### src/core/pte_defs.svh
`ifndef PTE_DEFS_SVH
`define PTE_DEFS_SVH

// ----------------------------------------------------------------------
// Register map (byte addresses on the APB bus)
// ----------------------------------------------------------------------
`define PTE_OFF_CFG 8'h00
`define PTE_OFF_THRESH 8'h04
`define PTE_OFF_STATUS 8'h08

// Per-port configuration field positions inside one byte lane of CFG.
`define PTE_CFG_LANE 8
`define PTE_CFG_CLASS_EN 0
`define PTE_CFG_DEF_PRIO 1
`define PTE_CFG_INSERT 2
`define PTE_CFG_REMOVE 3
`define PTE_CFG_SPLIT 4
`define PTE_CFG_MASK 32'h001F1F1F

// Reset value of the priority threshold.
`define PTE_THRESH_RST 3'h4

// ----------------------------------------------------------------------
// Frame layout
// ----------------------------------------------------------------------
`define PTE_IDX_TPID_HI 5'h0C
`define PTE_IDX_TPID_LO 5'h0D
`define PTE_IDX_TCI_HI 5'h0E
`define PTE_IDX_TCI_LO 5'h0F
`define PTE_IDX_SAT 5'h10
`define PTE_TPID_HI 8'h81
`define PTE_TPID_LO 8'h00
`define PTE_INS_PRIO_HI 3'h7
`define PTE_INS_PRIO_LO 3'h0
`define PTE_TAG_LEN 3'h4

// Reorder buffer that absorbs the four inserted bytes.
`define PTE_FIFO_DEPTH 8
`define PTE_FIFO_AW 3

`endif

### src/core/pte_pkg.sv
package pte_pkg;

   typedef logic [7:0] pte_byte_t;
   typedef logic [2:0] pte_prio_t;

   // One buffered byte with the per-frame marks that travel beside it.
   typedef struct packed {
      logic high_q;
      logic cls;
      logic last;
      logic ins;
      pte_byte_t data;
   } pte_entry_s;

endpackage : pte_pkg

### src/core/pte_top.sv
// Operation
// - Each port has its own tag classification enable.
// - Untagged or disabled: use port default priority.
// - Classification enable defaults off, strap low.
// - Insert enabled: add tag to untagged frames.
// - Inserted priority 000 if default low, else 111.
// - Insert strap high enables; low passes unmodified.
// - Remove enabled strips tag; default unmodified.
// - Insert and remove both set: unmodified.
// - Tag priority >= threshold goes high; threshold 100.
`timescale 1ns/10ps
`include "pte_defs.svh"

module pte_port (
   input wire logic ref_clk,
   input wire logic rst,
   input wire logic cfg_class_en,
   input wire logic cfg_default_high,
   input wire logic cfg_insert,
   input wire logic cfg_remove,
   input wire logic cfg_split,
   input wire pte_pkg::pte_prio_t threshold,
   input wire logic rx_valid,
   input wire pte_pkg::pte_byte_t rx_data,
   input wire logic rx_last,
   output logic tx_valid,
   output pte_pkg::pte_byte_t tx_data,
   output logic tx_last,
   output logic tx_class_high,
   output logic tx_high_queue,
   output logic overflow
);
   import pte_pkg::*;

   // ----------------------------------------------------------------------
   // Receive side: byte index, one-byte look-behind and tag detection
   // ----------------------------------------------------------------------
   logic [4:0] idx_reg;
   logic [4:0] idx_next;
   logic s1_valid_reg;
   pte_byte_t s1_data_reg;
   logic s1_last_reg;
   logic [4:0] s1_idx_reg;
   logic s1_drop_reg;
   logic tag_reg;
   logic tag_next;
   pte_prio_t prio_reg;

   wire ins_only = cfg_insert & ~cfg_remove;
   wire rm_only = cfg_remove & ~cfg_insert;
   wire at_tci = rx_valid && idx_reg == `PTE_IDX_TPID_LO && s1_valid_reg &&
      s1_idx_reg == `PTE_IDX_TPID_HI;
   wire tagged_now = at_tci && s1_data_reg == `PTE_TPID_HI && rx_data == `PTE_TPID_LO;
   wire in_tag_tail = tag_reg &&
      (idx_reg == `PTE_IDX_TCI_HI || idx_reg == `PTE_IDX_TCI_LO);
   // A byte that ends the frame is never dropped, so a truncated frame still ends.
   wire drop_in = rx_valid & ~rx_last & rm_only & (tagged_now | in_tag_tail);
   wire drop_s1 = s1_drop_reg | (tagged_now & rm_only);
   wire mark_ins = at_tci & ~tagged_now & ins_only;
   wire prio_take = rx_valid && tag_reg && idx_reg == `PTE_IDX_TCI_HI;
   wire tag_high = prio_reg >= threshold;
   wire frame_high = (cfg_class_en & tag_reg) ? tag_high : cfg_default_high;

   // Index saturates past the tag so long frames need no wide counter.
   always_comb begin
      idx_next = idx_reg;
      if (rx_valid) begin
         if (rx_last) begin
            idx_next = 5'h00;
         end else if (idx_reg != `PTE_IDX_SAT) begin
            idx_next = idx_reg + 5'h01;
         end
      end
   end

   // Tag flag lives from byte 13 to the first byte of the next frame.
   always_comb begin
      tag_next = tag_reg;
      if (tagged_now) begin
         tag_next = 1'b1;
      end else if (rx_valid && idx_reg == 5'h00) begin
         tag_next = 1'b0;
      end
   end

   // The look-behind stage delays every byte by one cycle so byte 12 can be
   // judged once byte 13 arrives.
   always_ff @(posedge ref_clk) begin
      if (rst) begin
         idx_reg <= 5'h00;
         s1_valid_reg <= 1'b0;
         s1_data_reg <= 8'h00;
         s1_last_reg <= 1'b0;
         s1_idx_reg <= 5'h00;
         s1_drop_reg <= 1'b0;
         tag_reg <= 1'b0;
         prio_reg <= 3'h0;
      end else begin
         idx_reg <= idx_next;
         s1_valid_reg <= rx_valid;
         s1_data_reg <= rx_data;
         s1_last_reg <= rx_last;
         s1_idx_reg <= idx_reg;
         s1_drop_reg <= drop_in;
         tag_reg <= tag_next;
         if (prio_take) begin
            prio_reg <= rx_data[7:5];
         end
      end
   end

   // ----------------------------------------------------------------------
   // Reorder buffer
   // ----------------------------------------------------------------------
   pte_entry_s fifo_mem [0:`PTE_FIFO_DEPTH-1];
   logic [`PTE_FIFO_AW:0] wr_ptr_reg;
   logic [`PTE_FIFO_AW:0] rd_ptr_reg;
   logic [2:0] tag_cnt_reg;
   pte_entry_s wr_entry;
   pte_byte_t tag_byte;

   wire fifo_empty = wr_ptr_reg == rd_ptr_reg;
   wire fifo_full = wr_ptr_reg ==
      {~rd_ptr_reg[`PTE_FIFO_AW], rd_ptr_reg[`PTE_FIFO_AW-1:0]};
   wire wr_en = s1_valid_reg & ~drop_s1;
   wire push = wr_en & ~fifo_full;
   wire pte_entry_s head = fifo_mem[rd_ptr_reg[`PTE_FIFO_AW-1:0]];
   wire tag_phase = ~fifo_empty & head.ins & (tag_cnt_reg != `PTE_TAG_LEN);
   wire pop = ~fifo_empty & ~tag_phase;
   wire pte_prio_t ins_prio = cfg_default_high ? `PTE_INS_PRIO_HI : `PTE_INS_PRIO_LO;

   // Class and queue marks only matter on the last byte of a frame.
   always_comb begin
      wr_entry.data = s1_data_reg;
      wr_entry.last = s1_last_reg;
      wr_entry.ins = mark_ins;
      wr_entry.cls = frame_high;
      wr_entry.high_q = cfg_split & frame_high;
   end

   // Inserted tag: type word, then priority with CFI and VLAN id zero.
   always_comb begin
      unique case (tag_cnt_reg)
         3'h0: tag_byte = `PTE_TPID_HI;
         3'h1: tag_byte = `PTE_TPID_LO;
         3'h2: tag_byte = {ins_prio, 5'h00};
         default: tag_byte = 8'h00;
      endcase
   end

   // The buffer has no reset on its storage; pointers define what is valid.
   always_ff @(posedge ref_clk) begin
      if (push) begin
         fifo_mem[wr_ptr_reg[`PTE_FIFO_AW-1:0]] <= wr_entry;
      end
   end

   // ----------------------------------------------------------------------
   // Transmit side
   // ----------------------------------------------------------------------
   // The tag is emitted ahead of byte 12 while the buffer soaks up the
   // bytes that keep arriving; the slack is paid back in the frame gap.
   always_ff @(posedge ref_clk) begin
      if (rst) begin
         wr_ptr_reg <= '0;
         rd_ptr_reg <= '0;
         tag_cnt_reg <= 3'h0;
         tx_valid <= 1'b0;
         tx_data <= 8'h00;
         tx_last <= 1'b0;
         tx_class_high <= 1'b0;
         tx_high_queue <= 1'b0;
         overflow <= 1'b0;
      end else begin
         if (push) begin
            wr_ptr_reg <= wr_ptr_reg + 4'h1;
         end
         if (pop) begin
            rd_ptr_reg <= rd_ptr_reg + 4'h1;
            tag_cnt_reg <= 3'h0;
         end else if (tag_phase) begin
            tag_cnt_reg <= tag_cnt_reg + 3'h1;
         end
         tx_valid <= ~fifo_empty;
         tx_data <= tag_phase ? tag_byte : head.data;
         tx_last <= pop & head.last;
         tx_class_high <= pop & head.last & head.cls;
         tx_high_queue <= pop & head.last & head.high_q;
         overflow <= wr_en & fifo_full;
      end
   end

endmodule : pte_port

module pte_top (
   input wire logic ref_clk,
   input wire logic rst,
   input wire logic psel,
   input wire logic penable,
   input wire logic pwrite,
   input wire logic [7:0] paddr,
   input wire logic [31:0] pwdata,
   output logic [31:0] prdata,
   output logic pready,
   output logic pslverr,
   input wire logic [2:0] port_tag_class_enable,
   input wire logic [2:0] port_default_priority,
   input wire logic [2:0] port_tag_insert_enable,
   input wire logic [2:0] port_tag_remove_enable,
   input wire logic [2:0] port_split_txq_select,
   input wire logic [2:0] rx_valid,
   input wire pte_pkg::pte_byte_t [2:0] rx_data,
   input wire logic [2:0] rx_last,
   output logic [2:0] tx_valid,
   output pte_pkg::pte_byte_t [2:0] tx_data,
   output logic [2:0] tx_last,
   output logic [2:0] tx_class_high,
   output logic [2:0] tx_high_queue
);
   import pte_pkg::*;

   // ----------------------------------------------------------------------
   // APB decode
   // ----------------------------------------------------------------------
   logic [31:0] cfg_reg;
   logic [31:0] cfg_next;
   pte_prio_t thresh_reg;
   logic [2:0] ovf_reg;
   logic [2:0] ovf_next;
   logic [2:0] ovf_pulse;
   logic [31:0] strap_word;
   logic [31:0] rd_mux;

   wire sel_cfg = paddr == `PTE_OFF_CFG;
   wire sel_thresh = paddr == `PTE_OFF_THRESH;
   wire sel_status = paddr == `PTE_OFF_STATUS;
   wire mapped = sel_cfg | sel_thresh | sel_status;
   wire access = psel & penable;
   wire wr_ok = access & pwrite & mapped;
   wire rd_setup = psel & ~penable & ~pwrite;

   // Every access completes in one access cycle, so ready is simply high.
   assign pready = 1'b1;
   assign pslverr = access & ~mapped;

   assign rd_mux = sel_cfg ? cfg_reg :
      sel_thresh ? {29'h0, thresh_reg} :
      sel_status ? {29'h0, ovf_reg} : 32'h0;
   assign cfg_next = pwdata & `PTE_CFG_MASK;

   // Hardware-set overflow wins over a write-one-to-clear in the same cycle.
   assign ovf_next = (ovf_reg & ~((wr_ok & sel_status) ? pwdata[2:0] : 3'h0)) | ovf_pulse;

   // ----------------------------------------------------------------------
   // Strap capture and registers
   // ----------------------------------------------------------------------
   genvar gi;
   generate
      for (gi = 0; gi < 3; gi = gi + 1) begin : g_strap
         assign strap_word[gi*`PTE_CFG_LANE +: `PTE_CFG_LANE] = {3'h0,
            port_split_txq_select[gi], port_tag_remove_enable[gi],
            port_tag_insert_enable[gi], port_default_priority[gi],
            port_tag_class_enable[gi]};
      end
   endgenerate
   assign strap_word[31:24] = 8'h00;

   // Straps are held as long as reset is asserted; software may later
   // override them, which a strapped-only design cannot do.
   always_ff @(posedge ref_clk) begin
      if (rst) begin
         cfg_reg <= strap_word;
         thresh_reg <= `PTE_THRESH_RST;
         ovf_reg <= 3'h0;
         prdata <= 32'h0;
      end else begin
         if (wr_ok & sel_cfg) begin
            cfg_reg <= cfg_next;
         end
         if (wr_ok & sel_thresh) begin
            thresh_reg <= pwdata[2:0];
         end
         ovf_reg <= ovf_next;
         if (rd_setup) begin
            prdata <= rd_mux;
         end
      end
   end

   // ----------------------------------------------------------------------
   // Per-port datapaths
   // ----------------------------------------------------------------------
   generate
      for (gi = 0; gi < 3; gi = gi + 1) begin : g_port
         pte_port u_port (
            .ref_clk(ref_clk),
            .rst(rst),
            .cfg_class_en(cfg_reg[gi*`PTE_CFG_LANE + `PTE_CFG_CLASS_EN]),
            .cfg_default_high(cfg_reg[gi*`PTE_CFG_LANE + `PTE_CFG_DEF_PRIO]),
            .cfg_insert(cfg_reg[gi*`PTE_CFG_LANE + `PTE_CFG_INSERT]),
            .cfg_remove(cfg_reg[gi*`PTE_CFG_LANE + `PTE_CFG_REMOVE]),
            .cfg_split(cfg_reg[gi*`PTE_CFG_LANE + `PTE_CFG_SPLIT]),
            .threshold(thresh_reg),
            .rx_valid(rx_valid[gi]),
            .rx_data(rx_data[gi]),
            .rx_last(rx_last[gi]),
            .tx_valid(tx_valid[gi]),
            .tx_data(tx_data[gi]),
            .tx_last(tx_last[gi]),
            .tx_class_high(tx_class_high[gi]),
            .tx_high_queue(tx_high_queue[gi]),
            .overflow(ovf_pulse[gi])
         );
      end
   endgenerate

endmodule : pte_top

### config.mk
export PLATFORM = sky130hd
export DESIGN_NAME = pte_top
export DESIGN_NICKNAME = d
export VERILOG_FILES = /design/src/core/pte_pkg.sv /design/src/core/pte_top.sv
export VERILOG_INCLUDE_DIRS = /design/src /design/src/core
export SDC_FILE = /design/constraint.sdc
export NUM_CORES = 1
export LEC_CHECK = 0
export BUFFER_PORTS_ARGS = -buffer_cell sky130_fd_sc_hd__clkbuf_2
export CORE_AREA = 3 3 177 179
export DETAILED_ROUTE_END_ITERATION = 6
export DIE_AREA = 0 0 180 182
export HOLD_SLACK_MARGIN = 0.06
export PLACE_DENSITY = 0.84
export SETUP_SLACK_MARGIN = 0.05
export SKIP_LAST_GASP = 1
export SYNTH_ARGS = -nofsm -noshare
export SYNTH_HDL_FRONTEND = slang
export SYNTH_SLANG_ARGS = --single-unit
### constraint.sdc
create_clock -name ref_clk -period 4.56 [get_ports ref_clk]
set_input_delay 0.684 -clock ref_clk [delete_from_list [all_inputs] [get_ports ref_clk]]
set_output_delay 0.684 -clock ref_clk [all_outputs]
set_load 0.005 [all_outputs]
==> reports/summary.txt <==
Outcome -> finished clean
Final std cells w/o fill -> 1,860
Post-synthesis cell type count -> 64
Largest area contributor in the netlist -> edfxtp_1
Largest family of logic cells by synthesized area -> multiplexers
Sequential share of the synthesized area -> 66.0%
# Post-CTS Setup Buffers -> 0
Post-synth EDFFs -> 303
Syn. warnings -> 0
Arrival time worst endpoint -> 3.52 ns
Met2 WL -> 20,700 microns
Gr ovfl total -> 0
Xor and xnor area share after synthesis -> 0.823%
Synth top area share -> 47.5%
Ys async rst share -> 0%
Clock Skew -> 0.0196 ns
Slew HR -> 19.8%
Seq pwr share -> 47.8%
Io pins -> 160
Pin count of the biggest net entering global routing -> 93
Hold_buf cts -> 0
Tot GR Track Use -> 25.3%
Worst Setup End Kind -> register
Multi-input gate area -> 6010 sq um
First-pass GRT wire length -> 64,700 microns
Clock Tree Root -> clkbuf_16
CP cell instances -> buf_4 > mux2i_1 > a22oi_1 > and3_4 > nor2b_1 > mux2_1
Worst hold-check path type -> input pin to register
WL per Instance -> 22.4 microns
DR WL met3 -> 3560 microns
Clock network fraction of total power -> 38.0%
Sw frac -> 24.7%
Die width -> 180 microns
CP required -> 5.01 ns
Max reg flops -> 288
Vert. Die Dim -> 182 microns
Critical path startpoint category -> register
Die Area -> 32,800 sq um
P_int -> 7.88 mW
Worst Max-Slew Pin Slew -> 1.19 ns
Power Density -> 481 nW/um^2
Vias in the first global route -> 11.7k
DRT Pass-1 Iters -> 5
Final Critical Period -> 3.07 ns
Crit Path Category -> register to register
Initial antenna violation count -> 2
Setup violators final -> 0
Max Clock Freq -> 326 MHz
Layout net count -> 1,560
NetSw -> 2.58 mW
Routability cong. -> 0.836
# diodes -> 0
WP buf/inv -> 1
# rows -> 63
Cell count after synthesis -> 1,307
Share of cells above drive strength 1 -> 24.2%
Vias per inst -> 6.12
Total number of vias -> 11.4k
Total Wirelength -> 41,600 microns
Adder-cell share of the synthesized area -> 2.55%
RSZ-0062 raised after global routing -> no
Synth Area per Inst -> 14.7 sq um
Setup tns final -> 0 ns
Post-Syn Area -> 19,200 sq um
Final hold violations -> 0
Final slew viol count -> 0
DRC -> 0
Clock latency at the later pin of the worst-skew pair -> 0.57 ns
CTS tree -> built
Max-Cap Viols -> 0
Mux cell area share after synthesis -> 12.4%
Slowest cell on the critical path -> dfxtp_1
# fillers -> 1,809
Max Root-Sink Buffers -> 3
Register area -> 12,600 sq um
Clk sinks -> 480
Tcrit/Tclk final -> 67.3%
Critical Path Max Stage Delay -> 0.79 ns
Post-CTS resize count -> 0
H-tree levels -> 2
Initial Utilization -> 64.4%
Remaining antenna violation count -> 0
CTS Buf Count -> 47
Maximum vdd drop -> 0.365 mV
Cell family with most CP delay -> simple AND/OR/NAND/NOR gates
Top FF cell, synth -> edfxtp_1
Logic pwr share -> 14.1%
Met1 WL -> 16,000 microns
Top routing layer in use -> met4
Port buffer count -> 124
Top post-synthesis cells by area -> edfxtp_1 (48%), dfxtp_1 (19%), mux4_2 (7.6%)
Area growth syn-to-layout -> 13.7%
Cells after DPL -> 1,772
Static Leak -> 7.71 nW
Core Area -> 29,700 sq um
Drt first-iter violations -> 1,115
Clk slew on worst S/H paths -> 0.06 ns
Fraction of the mapped netlist area in simple logic gates -> 10.5%
Yosys reg bits -> 480
Crit path max fanout -> 13
Compound-Gate Fraction of Synth Area -> 4.29%
HPWL Detailed -> 25,900 microns
-- power by group through the flow --
stage,Combinational [mW],Sequential (mW),Clock [mW]
3_3_place_gp,1.40,5.09,0
6_report,1.48,5.01,3.98
5_1_grt,1.60,5.03,4.18
3_5_place_dp,1.46,5.10,0
4_1_cts,1.48,5.01,4.02
2_1_floorplan,1.14,4.99,0
-- cells in the mapped netlist, types with 19 or more instances --
cell type / instances
edfxtp_1: 303
dfxtp_1: 177
nor2_1: 96
mux4_2: 65
mux2i_1: 57
nor2b_1: 53
nand2_1: 42
a21oi_1: 41
ha_1: 39
inv_1: 37
clkbuf_1: 33
nor3_1: 32
buf_4: 31
o21ai_0: 23
mux2_2: 22
buf_2: 19
-- worst paths after layout --
check | start | endpoint | slack, ns | depth (start not counted)
worst max-delay path | register | g_port[1].u_port.tx_data[7] | 1.49 | 6
worst min-delay path | rx_data[9] | g_port[1].u_port.s1_data_reg[1] | 0.35 | 2
worst max register to register | register | g_port[1].u_port.tx_data[7] | 1.49 | 6
worst min register to register | g_port[2].u_port.overflow | ovf_reg[2] | 0.44 | 2
-- per-layer routing --
layer,global-route usage [%],vias up
met5,0,-
met2,42.6,577
met1,33.7,5604
met4,9.53,0
met3,4.15,108
li1,-,5103
-- worst reg2reg max path: stages, from the launching register on --
cell     delay [ns]
dfxtp_1        0.79
buf_4          0.35
mux2i_1        0.10
a22oi_1        0.27
and3_4         0.30
nor2b_1        0.71
mux2_1         0.41
-- cells in the final DEF, fill, tap and decap left out, types with 10 or more instances in the layout --
master / n
clkbuf_16: 48
a21oi_1: 41
mux4_2: 65
clkinv_2: 10
conb_1: 18
clkbuf_2: 123
a22oi_1: 16
nand2b_1: 18
dfxtp_1: 177
nor3_1: 32
nand3_1: 18
ha_1: 39
mux2i_1: 57
buf_4: 31
mux2_2: 22
nand3b_1: 10
nor2b_1: 53
inv_1: 37
nor4_1: 14
nor2_1: 96
clkbuf_8: 11
nand2_1: 42
edfxtp_1: 303
o21ai_0: 23
-- through the flow --
step | total power, mW | setup WS, ns | cell area [sq um] | util, % | hold slack (ns)
final | 10.5 | 1.49 | 21800 | 73.3 | 0.347
after global routing | 10.8 | 1.38 | 21800 | 73.3 | 0.355
after CTS | 10.5 | 1.56 | 21800 | 73.3 | 0.343
after detailed placement | 6.56 | 1.39 | 20100 | 67.8 | 0.435
after global placement | 6.49 | 1.49 | 20100 | 67.8 | 0.423
after floorplan | 6.13 | 1.40 | 19200 | - | 0.413
-- cells by family after synthesis --
family,Yosys count
and+or+nand+nor,357
xor gates and xnor gates,18
DFF,480
buffers and inverters,133
muxes,150
AOI/OAI and AO/OA,128
other,2
adders and majority gates,39
-- layout make-up --
| class | count | share of cell area, % |
|---|---|---|
| Sequential cell | 480 | 58.1 |
| Clock inverter | 23 | 1.18 |
| Multi-Input combinational cell | 710 | 27.6 |
| Timing Repair Buffer | 155 | 3.95 |
| Inverter | 37 | 0.638 |
| Clock buffer | 65 | 6.32 |
| Tap cell | 390 | 2.24 |
Note: power is estimated with default switching activity, not from simulation.
